[config.mk]
export PLATFORM = sky130hd
export DESIGN_NAME = pcir_top
export DESIGN_NICKNAME = d
export VERILOG_FILES = /design/src/logic/pcir_pck_gen.v /design/src/logic/pcir_top.v
export VERILOG_INCLUDE_DIRS = /design/src /design/src/logic
export SDC_FILE = /design/constraint.sdc
export NUM_CORES = 1
export LEC_CHECK = 0
export ABC_AREA = 1
export BUFFER_PORTS_ARGS = -buffer_cell sky130_fd_sc_hd__buf_2
export CORE_ASPECT_RATIO = 1.1
export CORE_MARGIN = 2
export CORE_UTILIZATION = 55
export CTS_BUF_LIST = sky130_fd_sc_hd__clkbuf_16
export DETAILED_ROUTE_END_ITERATION = 10
export PLACE_DENSITY = 0.77
export SYNTH_ARGS = -nofsm -noshare
export SYNTH_HDL_FRONTEND = slang
export SYNTH_SLANG_ARGS = --single-unit
[constraint.sdc]
create_clock -name clk -period 4.7 [get_ports clk]
set_input_delay 0.47 -clock clk [delete_from_list [all_inputs] [get_ports clk]]
set_output_delay 0.47 -clock clk [all_outputs]
set_load 0.1 [all_outputs]
[src/logic/pcir_map.vh]
// register offsets, field positions, reset values and counts of the clock/irq block
`ifndef PCIR_MAP_VH
`define PCIR_MAP_VH

// byte offsets on the avalon slave
`define PCIR_OFS_PCK0 6'h00
`define PCIR_OFS_PCK1 6'h04
`define PCIR_OFS_PCK2 6'h08
`define PCIR_OFS_IER 6'h0c
`define PCIR_OFS_IDR 6'h10
`define PCIR_OFS_SR 6'h14
`define PCIR_OFS_IMR 6'h18
`define PCIR_OFS_EVT 6'h1c
`define PCIR_OFS_OSC 6'h20
`define PCIR_OFS_PLL 6'h24

// programmable clock config fields
`define PCIR_CSS_LSB 0
`define PCIR_CSS_MSB 1
`define PCIR_PRESCALE_CODE_LSB 2
`define PCIR_PRESCALE_CODE_MSB 4
`define PCIR_CSS_SLOW 2'h0
`define PCIR_CSS_MAIN 2'h1
`define PCIR_CSS_RSVD 2'h2
`define PCIR_CSS_PLL 2'h3
`define PCIR_PRESCALE_CODE_RSVD 3'h7
`define PCIR_PCK_RESET 5'h00

// status / enable / disable / mask bit positions
`define PCIR_BIT_OSC 0
`define PCIR_BIT_LOCK 2
`define PCIR_BIT_MRDY 3
`define PCIR_BIT_PRDY0 8
`define PCIR_IRQ_W 11
`define PCIR_IRQ_VALID 11'h70d
`define PCIR_IMR_RESET 11'h70d

// oscillator register fields
`define PCIR_OSC_EN_BIT 0
`define PCIR_OSC_BYP_BIT 1
`define PCIR_OSC_CNT_LSB 8
`define PCIR_OSC_CNT_MSB 15
`define PCIR_OSC_MULT_SHIFT 3

// pll register fields
`define PCIR_PLL_CNT_LSB 8
`define PCIR_PLL_CNT_MSB 13

`endif

[src/logic/pcir_pck_gen.v]
// one programmable clock output: source pick, power-of-two prescale, ready flag
`timescale 1ns/1ps
`default_nettype none
`include "pcir_map.vh"

module pcir_pck_gen (
  input wire clk,
  input wire srst,
  input wire restart,
  input wire [1:0] css,
  input wire [2:0] prescale_code,
  input wire slow_tick,
  input wire main_tick,
  input wire pll_tick,
  output reg pck_pulse,
  output reg pck_ready
);

  reg [5:0] cnt_q;
  reg src_tick;
  wire setting_ok;
  wire [5:0] last_cnt;

  // reserved source or prescale codes stop the output altogether
  assign setting_ok = (css != `PCIR_CSS_RSVD) && (prescale_code != `PCIR_PRESCALE_CODE_RSVD);
  assign last_cnt = (6'h01 << prescale_code) - 6'h01;

  always @* begin
    case (css)
      `PCIR_CSS_SLOW: src_tick = slow_tick;
      `PCIR_CSS_MAIN: src_tick = main_tick;
      `PCIR_CSS_PLL: src_tick = pll_tick;
      default: src_tick = 1'b0;
    endcase
  end

  always @(posedge clk) begin
    if (srst || restart) begin
      cnt_q <= 6'h00;
      pck_pulse <= 1'b0;
      pck_ready <= 1'b0;
    end else begin
      pck_pulse <= 1'b0;
      if (setting_ok && src_tick) begin
        if (cnt_q == last_cnt) begin
          cnt_q <= 6'h00;
          pck_pulse <= 1'b1;
          // ready only after a full period at the new setting
          pck_ready <= 1'b1;
        end else begin
          cnt_q <= cnt_q + 6'h01;
        end
      end
    end
  end

endmodule // pcir_pck_gen
`default_nettype wire

[src/logic/pcir_top.v]
// clock-event status, interrupt enable/mask and programmable clock registers
// How it works
// - source field 00 slow, 01 main, 11 pll
// - prescale code divides source by two-power
// - enable write of one enables source
// - disable write of one disables source
// - status bit 0 shows oscillator stable
// - status bit 2 shows pll locked
// - status bit 3 shows master clock ready
// - status bits 8-10 show outputs ready
// - mask reads zero enabled, one disabled
// - oscillator stable after programmed start-up time
// - lock set after programmed slow cycles
`timescale 1ns/1ps
`default_nettype none
`include "pcir_map.vh"

module pcir_top (
  input wire clk,
  input wire srst,
  input wire [5:0] avs_address,
  input wire avs_read,
  input wire avs_write,
  input wire [31:0] avs_writedata,
  output reg [31:0] avs_readdata,
  output reg avs_waitrequest,
  input wire slow_tick,
  input wire main_tick,
  input wire pll_tick,
  input wire master_ready_in,
  output reg irq,
  output wire [2:0] prog_clk_pulse,
  output wire [2:0] prog_output_ready_flag
);

  // configuration and state
  reg [4:0] pck_cfg_q [0:2];
  reg [`PCIR_IRQ_W-1:0] imr_q;
  reg [`PCIR_IRQ_W-1:0] evt_q;
  reg [`PCIR_IRQ_W-1:0] prev_q;
  reg osc_en_q;
  reg osc_byp_q;
  reg [7:0] osc_cnt_q;
  reg [10:0] osc_timer_q;
  reg oscillator_stable_flag;
  reg [5:0] pll_cnt_q;
  reg [5:0] pll_timer_q;
  reg pll_busy_q;
  reg lock_q;
  reg master_ready_flag;
  reg [`PCIR_IRQ_W-1:0] status;
  reg [`PCIR_IRQ_W-1:0] evt_d;
  reg [31:0] rd_mux;
  wire [`PCIR_IRQ_W-1:0] wbits;
  wire [2:0] pck_restart;
  wire wr_fire;
  wire [10:0] osc_target;
  integer i;

  // write is taken only at the edge where waitrequest is seen low
  assign wr_fire = avs_write && !avs_waitrequest;
  assign wbits = avs_writedata[`PCIR_IRQ_W-1:0] & `PCIR_IRQ_VALID;
  assign osc_target = {osc_cnt_q, 3'h0};

  function hit;
    input [5:0] addr;
    input [5:0] ofs;
    begin
      hit = (addr == ofs);
    end
  endfunction

  assign pck_restart[0] = wr_fire && hit(avs_address, `PCIR_OFS_PCK0);
  assign pck_restart[1] = wr_fire && hit(avs_address, `PCIR_OFS_PCK1);
  assign pck_restart[2] = wr_fire && hit(avs_address, `PCIR_OFS_PCK2);

  // avalon slave: one wait cycle per access, read data captured beforehand
  always @(posedge clk) begin
    if (srst) begin
      avs_waitrequest <= 1'b1;
      avs_readdata <= 32'h00000000;
    end else if ((avs_read || avs_write) && avs_waitrequest) begin
      avs_waitrequest <= 1'b0;
      if (avs_read) begin
        avs_readdata <= rd_mux;
      end
    end else begin
      avs_waitrequest <= 1'b1;
    end
  end

  // live status vector
  always @* begin
    status = {`PCIR_IRQ_W{1'b0}};
    status[`PCIR_BIT_OSC] = oscillator_stable_flag;
    status[`PCIR_BIT_LOCK] = lock_q;
    status[`PCIR_BIT_MRDY] = master_ready_flag;
    status[`PCIR_BIT_PRDY0 +: 3] = prog_output_ready_flag;
  end

  always @* begin
    rd_mux = 32'h00000000;
    case (avs_address)
      `PCIR_OFS_PCK0: rd_mux[4:0] = pck_cfg_q[0];
      `PCIR_OFS_PCK1: rd_mux[4:0] = pck_cfg_q[1];
      `PCIR_OFS_PCK2: rd_mux[4:0] = pck_cfg_q[2];
      `PCIR_OFS_SR: rd_mux[`PCIR_IRQ_W-1:0] = status;
      `PCIR_OFS_IMR: rd_mux[`PCIR_IRQ_W-1:0] = imr_q;
      `PCIR_OFS_EVT: rd_mux[`PCIR_IRQ_W-1:0] = evt_q;
      `PCIR_OFS_OSC: begin
        rd_mux[`PCIR_OSC_EN_BIT] = osc_en_q;
        rd_mux[`PCIR_OSC_BYP_BIT] = osc_byp_q;
        rd_mux[`PCIR_OSC_CNT_MSB:`PCIR_OSC_CNT_LSB] = osc_cnt_q;
      end
      `PCIR_OFS_PLL: rd_mux[`PCIR_PLL_CNT_MSB:`PCIR_PLL_CNT_LSB] = pll_cnt_q;
      // write-only enable/disable and unmapped offsets read zero
      default: rd_mux = 32'h00000000;
    endcase
  end

  // programmable clock configuration
  always @(posedge clk) begin
    if (srst) begin
      for (i = 0; i < 3; i = i + 1) begin
        pck_cfg_q[i] <= `PCIR_PCK_RESET;
      end
    end else begin
      for (i = 0; i < 3; i = i + 1) begin
        if (pck_restart[i]) begin
          pck_cfg_q[i] <= avs_writedata[`PCIR_PRESCALE_CODE_MSB:`PCIR_CSS_LSB];
        end
      end
    end
  end

  // mask: a set bit means the source is disabled
  always @(posedge clk) begin
    if (srst) begin
      imr_q <= `PCIR_IMR_RESET;
    end else if (wr_fire && hit(avs_address, `PCIR_OFS_IER)) begin
      imr_q <= imr_q & ~wbits;
    end else if (wr_fire && hit(avs_address, `PCIR_OFS_IDR)) begin
      imr_q <= imr_q | wbits;
    end
  end

  // sticky events on each rising status flag; a new rise beats a clear
  always @* begin
    evt_d = evt_q;
    if (wr_fire && hit(avs_address, `PCIR_OFS_EVT)) begin
      evt_d = evt_d & ~wbits;
    end
    evt_d = evt_d | (status & ~prev_q);
  end

  always @(posedge clk) begin
    if (srst) begin
      evt_q <= {`PCIR_IRQ_W{1'b0}};
      prev_q <= {`PCIR_IRQ_W{1'b0}};
      irq <= 1'b0;
    end else begin
      evt_q <= evt_d;
      prev_q <= status;
      irq <= |(evt_d & ~imr_q);
    end
  end

  // main oscillator: start-up time is counted in slow ticks times eight
  always @(posedge clk) begin
    if (srst) begin
      osc_en_q <= 1'b0;
      osc_byp_q <= 1'b0;
      osc_cnt_q <= 8'h00;
      osc_timer_q <= 11'h000;
      oscillator_stable_flag <= 1'b0;
    end else if (wr_fire && hit(avs_address, `PCIR_OFS_OSC)) begin
      osc_en_q <= avs_writedata[`PCIR_OSC_EN_BIT];
      osc_byp_q <= avs_writedata[`PCIR_OSC_BYP_BIT];
      osc_cnt_q <= avs_writedata[`PCIR_OSC_CNT_MSB:`PCIR_OSC_CNT_LSB];
      if (!avs_writedata[`PCIR_OSC_EN_BIT] && !avs_writedata[`PCIR_OSC_BYP_BIT]) begin
        oscillator_stable_flag <= 1'b0;
        osc_timer_q <= 11'h000;
      end
    end else if (osc_byp_q) begin
      oscillator_stable_flag <= 1'b1;
    end else if (osc_en_q && !oscillator_stable_flag) begin
      if (osc_timer_q >= osc_target) begin
        oscillator_stable_flag <= 1'b1;
      end else if (slow_tick) begin
        osc_timer_q <= osc_timer_q + 11'h001;
      end
    end
  end

  // pll lock: every write restarts the lock count in slow ticks
  always @(posedge clk) begin
    if (srst) begin
      pll_cnt_q <= 6'h00;
      pll_timer_q <= 6'h00;
      pll_busy_q <= 1'b0;
      lock_q <= 1'b0;
    end else if (wr_fire && hit(avs_address, `PCIR_OFS_PLL)) begin
      pll_cnt_q <= avs_writedata[`PCIR_PLL_CNT_MSB:`PCIR_PLL_CNT_LSB];
      pll_timer_q <= 6'h00;
      pll_busy_q <= 1'b1;
      lock_q <= 1'b0;
    end else if (pll_busy_q) begin
      if (pll_timer_q == pll_cnt_q) begin
        pll_busy_q <= 1'b0;
        lock_q <= 1'b1;
      end else if (slow_tick) begin
        pll_timer_q <= pll_timer_q + 6'h01;
      end
    end
  end

  // master ready comes from the master clock switch logic outside
  always @(posedge clk) begin
    if (srst) begin
      master_ready_flag <= 1'b0;
    end else begin
      master_ready_flag <= master_ready_in;
    end
  end

  pcir_pck_gen u_pck0 (
    .clk(clk),
    .srst(srst),
    .restart(pck_restart[0]),
    .css(pck_cfg_q[0][`PCIR_CSS_MSB:`PCIR_CSS_LSB]),
    .prescale_code(pck_cfg_q[0][`PCIR_PRESCALE_CODE_MSB:`PCIR_PRESCALE_CODE_LSB]),
    .slow_tick(slow_tick),
    .main_tick(main_tick),
    .pll_tick(pll_tick),
    .pck_pulse(prog_clk_pulse[0]),
    .pck_ready(prog_output_ready_flag[0])
  );

  pcir_pck_gen u_pck1 (
    .clk(clk),
    .srst(srst),
    .restart(pck_restart[1]),
    .css(pck_cfg_q[1][`PCIR_CSS_MSB:`PCIR_CSS_LSB]),
    .prescale_code(pck_cfg_q[1][`PCIR_PRESCALE_CODE_MSB:`PCIR_PRESCALE_CODE_LSB]),
    .slow_tick(slow_tick),
    .main_tick(main_tick),
    .pll_tick(pll_tick),
    .pck_pulse(prog_clk_pulse[1]),
    .pck_ready(prog_output_ready_flag[1])
  );

  pcir_pck_gen u_pck2 (
    .clk(clk),
    .srst(srst),
    .restart(pck_restart[2]),
    .css(pck_cfg_q[2][`PCIR_CSS_MSB:`PCIR_CSS_LSB]),
    .prescale_code(pck_cfg_q[2][`PCIR_PRESCALE_CODE_MSB:`PCIR_PRESCALE_CODE_LSB]),
    .slow_tick(slow_tick),
    .main_tick(main_tick),
    .pll_tick(pll_tick),
    .pck_pulse(prog_clk_pulse[2]),
    .pck_ready(prog_output_ready_flag[2])
  );

endmodule // pcir_top
`default_nettype wire

# After elaboration in Yosys (flattened, before gate mapping)

Memories as Yosys holds them, arrays and structs flattened.
Index checks and enable logic that the tools add are counted.

Register bits after elaboration: 112
Memory bits (writable): 15
Bits of input ports: 46
Output and inout port bits: 40
Memories kept: 1

Add/sub/neg operators: 8
Magnitude comparators: 1
Equality and inequality tests: 28
Shifts and indexed selects: 3
Multiplexer cells: 47
Bitwise logic cells: 16
Reduce and logical (&&, ||, !) cells: 48

Memories:

| name      | words | width | read ports | clocked after Yosys merged registers in | wr ports | RTL line      | RTL |
|---|---|---|---|---|---|---|---|
| pck_cfg_q | 3     | 5     | 3          | 0                                       | 3        | pcir_top.v:37 | `reg [4:0] pck_cfg_q [0:2];` |

Operator list:

| cell                                                 | number |
|---|---|
| 2-to-1 mux 11 bit                                    | 9 |
| bitwise AND 11 bit                                   | 4 |
| NOT 11 bit                                           | 3 |
| adder 6 x 1 -> 6 bit (second input constant)         | 4 |
| equality test 6 x 5 -> 1 bit (second input constant) | 4 |
| equality test 6 bit                                  | 4 |
| 2-to-1 mux 1 bit                                     | 23 |
| OR 11 bit                                            | 2 |
| logical AND 1 bit                                    | 18 |
| 2-to-1 mux 6 bit                                     | 3 |
| case mux 3 bit (6 select lines)                      | 1 |
| << shifter 1 x 3 -> 6 bit (first input constant)     | 3 |
| subtractor 6 x 1 -> 6 bit (second input constant)    | 3 |
| 2-to-1 mux 5 bit                                     | 3 |
| case mux 3 bit (5 select lines)                      | 1 |
| case mux 2 bit (7 select lines)                      | 1 |
| equality test 6 x 4 -> 1 bit (second input constant) | 2 |
| equality test 6 bit (second input constant)          | 2 |
| case mux 3 bit (2 select lines)                      | 2 |
| adder 11 x 1 -> 11 bit (second input constant)       | 1 |
| greater-or-equal comparator 11 bit                   | 1 |
| OR reduction 11 bit                                  | 1 |
| AND reduction 2 bit                                  | 5 |
| != test 3 bit (second input constant)                | 3 |
| 18 further kinds                                     | 48 |

# Logic depth before layout (Yosys ltp)

Depth after elaboration: 7
Mapped depth: 13
Mapped depth without buffers: 13

# Modules after synthesis

Synthesis repeated with hierarchy kept, for this count alone.

Cell total of the unflattened synthesis: 904
Area total of the unflattened synthesis: 6204.7 um2

By module, submodules not included:

| module                     | instances | cells each | area an instance (um2) | sequential area each (um2) |
|---|---|---|---|---|
| pcir_top                   | 1         | 597        | 4396.7                 | 1851.8 |
| pcir_pck_gen at u_pck0 ... | 2         | 102        | 600.6                  | 160.2 |
| pcir_pck_gen at u_pck2     | 1         | 103        | 606.8                  | 160.2 |

# Worst setup path after synthesis

Ideal clock, no wire load.

Path type: register to register
Start: reg avs_waitrequest
End: reg osc_timer_q[1]
Setup time: 128 ps
Arrival time: 1903 ps
Data required time: 4572 ps
Slack: 2669 ps
Cell stages (with the launch flop): 11
Path buffers: 1
Cells stage by stage: dfxtp_1 -> inv_1 -> nand2_2 -> nor2_4 -> nand2_1 -> nand3_2 -> inv_2 -> buf_6 -> nand3_1 -> nand2_1 -> nor2_1

Longest elaborated chain between the ends: 5
Elaborated cells on any way between the ends: 10
Those cells by class: eq/ne: 3; mux: 1; reduce/logical: 6

Ends and longest elaborated chain:

| item                                                     | RTL line       | RTL |
|---|---|---|
| start, declared                                          | pcir_top.v:26  | `output reg avs_waitrequest,` |
| start signal, assigned                                   | pcir_top.v:80  | `avs_waitrequest <= 1'b1;` |
| start signal, assigned                                   | pcir_top.v:83  | `avs_waitrequest <= 1'b0;` |
| start signal, assigned                                   | pcir_top.v:88  | `avs_waitrequest <= 1'b1;` |
| zero test 1 bit *                                        | pcir_top.v:61  | `assign wr_fire = avs_write && !avs_waitrequest;` |
| logical AND 1 bit *                                      | pcir_top.v:61  |  |
| logical AND 1 bit *                                      | pcir_top.v:176 | `` end else if (wr_fire && hit(avs_address, `PCIR_OFS_OSC)) begin `` |
| != test 2 x 1 -> 1 bit (no line) (tied with other cells) | -              |  |
| AND reduction 5 bit (no line)                            | -              |  |
| end signal, assigned                                     | pcir_top.v:190 | `osc_timer_q <= osc_timer_q + 11'h001;` |
| end, declared                                            | pcir_top.v:44  | `reg [10:0] osc_timer_q;` |

Every way passes the cells marked *; elsewhere a longest branch is shown, timed or not.
A chain may end at the register's enable or synchronous reset.

# Worst setup path in the final report

Start: reg avs_waitrequest
End: reg osc_timer_q[8]

The elaborated chain is that of the path after synthesis.

==> run_results.csv <==
group,metric,value,unit
sta,rsz0062_at_grt,"no",
sta,setup_ws,2.292,ns
setup_path,critPathLaunchType,"register",
logic_synthesis,ys_seq_elements,109,
setup_path,crit_path_cell_trace,"nor2_4 > nand4_1 > nand2_1 > nand3_2 > inv_2 > nand2_2 > nand2_1 > a21oi_1",
clock_network,clk_latency,0.35,ns
sta,holdWs,0.3205,ns
placed_design,gp_congestion,0.9136,
floorplanning,num_io_pins,86,
route,remaining_drc_errors,0,
route,wl_per_cell,13.97,µm
clock_network,clk_pin_slew,0.07,ns
job,max_cap_violations,0,
layout,nNetsFinal,912,
pwr,irDropWorstVdd,0.1704,mV
sta,max_freq,0.4153,GHz
clock_network,clock-sinks,109,
logic_synthesis,syn_inst,816,
global_route,grt_first_pass_wirelength,23790,µm
logic_synthesis,syn_area,5913,µm²
setup_path,cpPeakStageDelay,0.64,ns
layout,drive_above_1_share,0.1101,
global_route,grt_max_degree,41,
logic_synthesis,synth_top_area_cell,"dfxtp_1",
setup_path,worst-setup-path-type,"reg -> reg",
floorplanning,die_h,112.8,µm
floorplanning,die-area,11600,µm²
layout,finish.instance_area,6419,µm²
placed_design,placedCellCount,981,
clock_network,cts-root-buf,"clkbuf_16",
logic_synthesis,yosysWarnings,0,
sta,tightest_slew,0.8118,ns
pwr,p_leak,0.002796,µW
route,ant_nets,0,
clock_network,cts_resized,0,
logic_synthesis,synth_area_leaders,"dfxtp_1, nand2_1, edfxtp_1, a21oi_1, inv_1",
floorplanning,rows,39,
logic_synthesis,synth_most_common_cell,"nand2_1",
layout,fin_cells,997,
floorplanning,core_area,10440,µm²
clock_network,cts_tree,"done",
sta,maxSlewViolCount,0,
global_route,globalRouteOverflowTotal,0,
sta,hold_viol_final,0,
setup_path,crit_top_cell,"nand2_1",
logic_synthesis,synth-seq-area-share,0.3944,
sta,period_share,0.5124,
setup_path,cp.arrival,2.61,ns
placed_design,placed_area,6120,µm²
setup_path,cp_max_fo,20,
logic_synthesis,synth.distinct_cells,40,
route,drt_iter0_drc,347,
pwr,power_density,306.5,nW/µm²
sta,skew,0.007384,ns
sta,relSlewSlack,0.4588,
floorplanning,start_util,0.5663,
placed_design,detailed_place_hpwl,10320,µm
logic_synthesis,synth_top_area_frac,0.3182,
setup_path,cpMaxStageDelayCell,"nand4_1",
route,wl,13930,µm
placed_design,port_buffers,47,
sta,setup_violations,0,
layout,area_delta_synth_final,8.549,%
sta,fin_crit,2.408,ns
setup_path,cp-end-kind,"register",
placed_design,preCtsSetupSlack,2.077,ns
global_route,grt_usage,0.2545,
logic_synthesis,synth-edff-count,15,
sta,fin_tns_setup,0,ns
logic_synthesis,synthArstFlopShare,0,
logic_synthesis,synth_commonest_cells,"nand2_1, dfxtp_1, inv_1, nor2_1, a21oi_1",
clock_network,postCtsSetupBuffers,0,
floorplanning,fp.dieW,102.9,µm
route,drt_pre_antenna_iters,5,
route,vias_per_cell,5.427,
clock_network,cts_hold_buf,0,
min_path,hold_path_class,"in -> reg",
setup_path,cp_data_required_time,4.90,ns
route,routed-via-count,5411,
clock_network,cts_inserted_buffers,9,
run_status,status,"finished clean",
clock_network,clk_path_buf_depth,2,
global_route,grt_pass1_vias,5229,
global_route,antenna_found_initial,0,
layout,insertedDiodeCount,0,
clock_network,htreeDepth,3,
logic_synthesis,syn_avg_cell_area,7.247,µm²
logic_synthesis,synth_ff_type,"dfxtp_1",
==> registers in the layout (all words and copies together), names as in the netlist, 6 cells and up, named ones only <==
name,count
u_pck1.cnt_q,6
prev_q,6
pll_cnt_q,6
u_pck2.cnt_q,6
u_pck0.cnt_q,6
osc_cnt_q,8
pck_cfg_q,15
evt_q,6
osc_timer_q,11
avs_readdata,13
pll_timer_q,6
==> cells in the final DEF (no fill, tap or decap), types with 15 or more instances in the layout <==
master / synthesis / layout
nor2_1: 89 / 89
xor2_1: 26 / 26
conb_1: 1 / 19
inv_1: 89 / 89
dfxtp_1: 94 / 94
nand3_1: 61 / 61
o21ai_0: 45 / 45
nand4_1: 16 / 16
ha_1: 17 / 17
buf_2: 7 / 47
a21oi_1: 70 / 70
nand2_1: 178 / 178
edfxtp_1: 15 / 15
==> metal layers <==
metal | track usage | vias to the layer above | share of wire
met5 | 0 | - | 0
met1 | 0.3224 | 2535 | 0.43
met4 | 0.08421 | 0 | 0.022
met3 | 0.04694 | 27 | 0.062
met2 | 0.4353 | 171 | 0.49
li1 | - | 2678 | -
==> final timing paths <==
path	slack, ns	cells past startpoint	from	end
max reg2reg	2.29	8	avs_waitrequest$_SDFF_PP1_	osc_timer_q[8]$_SDFFE_PP0P_
max	2.29	8	avs_waitrequest$_SDFF_PP1_	osc_timer_q[8]$_SDFFE_PP0P_
min	0.32	2	avs_read	avs_waitrequest$_SDFF_PP1_
min reg2reg	0.46	2	avs_readdata[0]$_SDFFE_PP0P_	avs_readdata[0]$_SDFFE_PP0P_
==> metrics by stage <==
stage | utilization | power, µW
2_1_floorplan | - | 1192
3_3_place_gp | 0.5860 | 1221
3_5_place_dp | 0.5860 | 1227
4_1_cts | 0.6147 | 1970
5_1_grt | 0.6147 | 2032
6_report | 0.6147 | 1967
==> cell type report <==
cell class	instances	area, µm²
Tap cell	143	178.9
Timing Repair Buffer	48	242.7
Sequential cell	109	2332
Multi-Input combinational cell	588	3017
Inverter	93	349.1
Clock inverter	6	48.80
Fill cell	942	4024
Clock buffer	10	250.2
==> power breakdown <==
group / internal, µW / switching [µW]
Sequential: 959 / 15.9
Combinational: 46.8 / 186
Clock: 400 / 360
Total: 1410 / 562
==> worst max-delay path: cells and delay by family, from the launching register on <==
| family | cells | cell delay (ns) |
|---|---|---|
| and+or+nand+nor | 6 | 1.63 |
| AOI/OAI and AO/OA | 1 | 0.06 |
| DFF | 1 | 0.37 |
| buffers and inverters | 1 | 0.19 |
==> logic make-up after synthesis <==
group,count (synthesis),synth area share
compound gates,134,0.1200
xor+xnor,35,0.05184
fa+ha+maj,17,0.03597
buf+inv,137,0.1069
flops,109,0.3944
mux,3,0.005078
other cells,1,0.0006342
simple gates,380,0.2852
No activity file was read; power rests on OpenSTA's default activity.
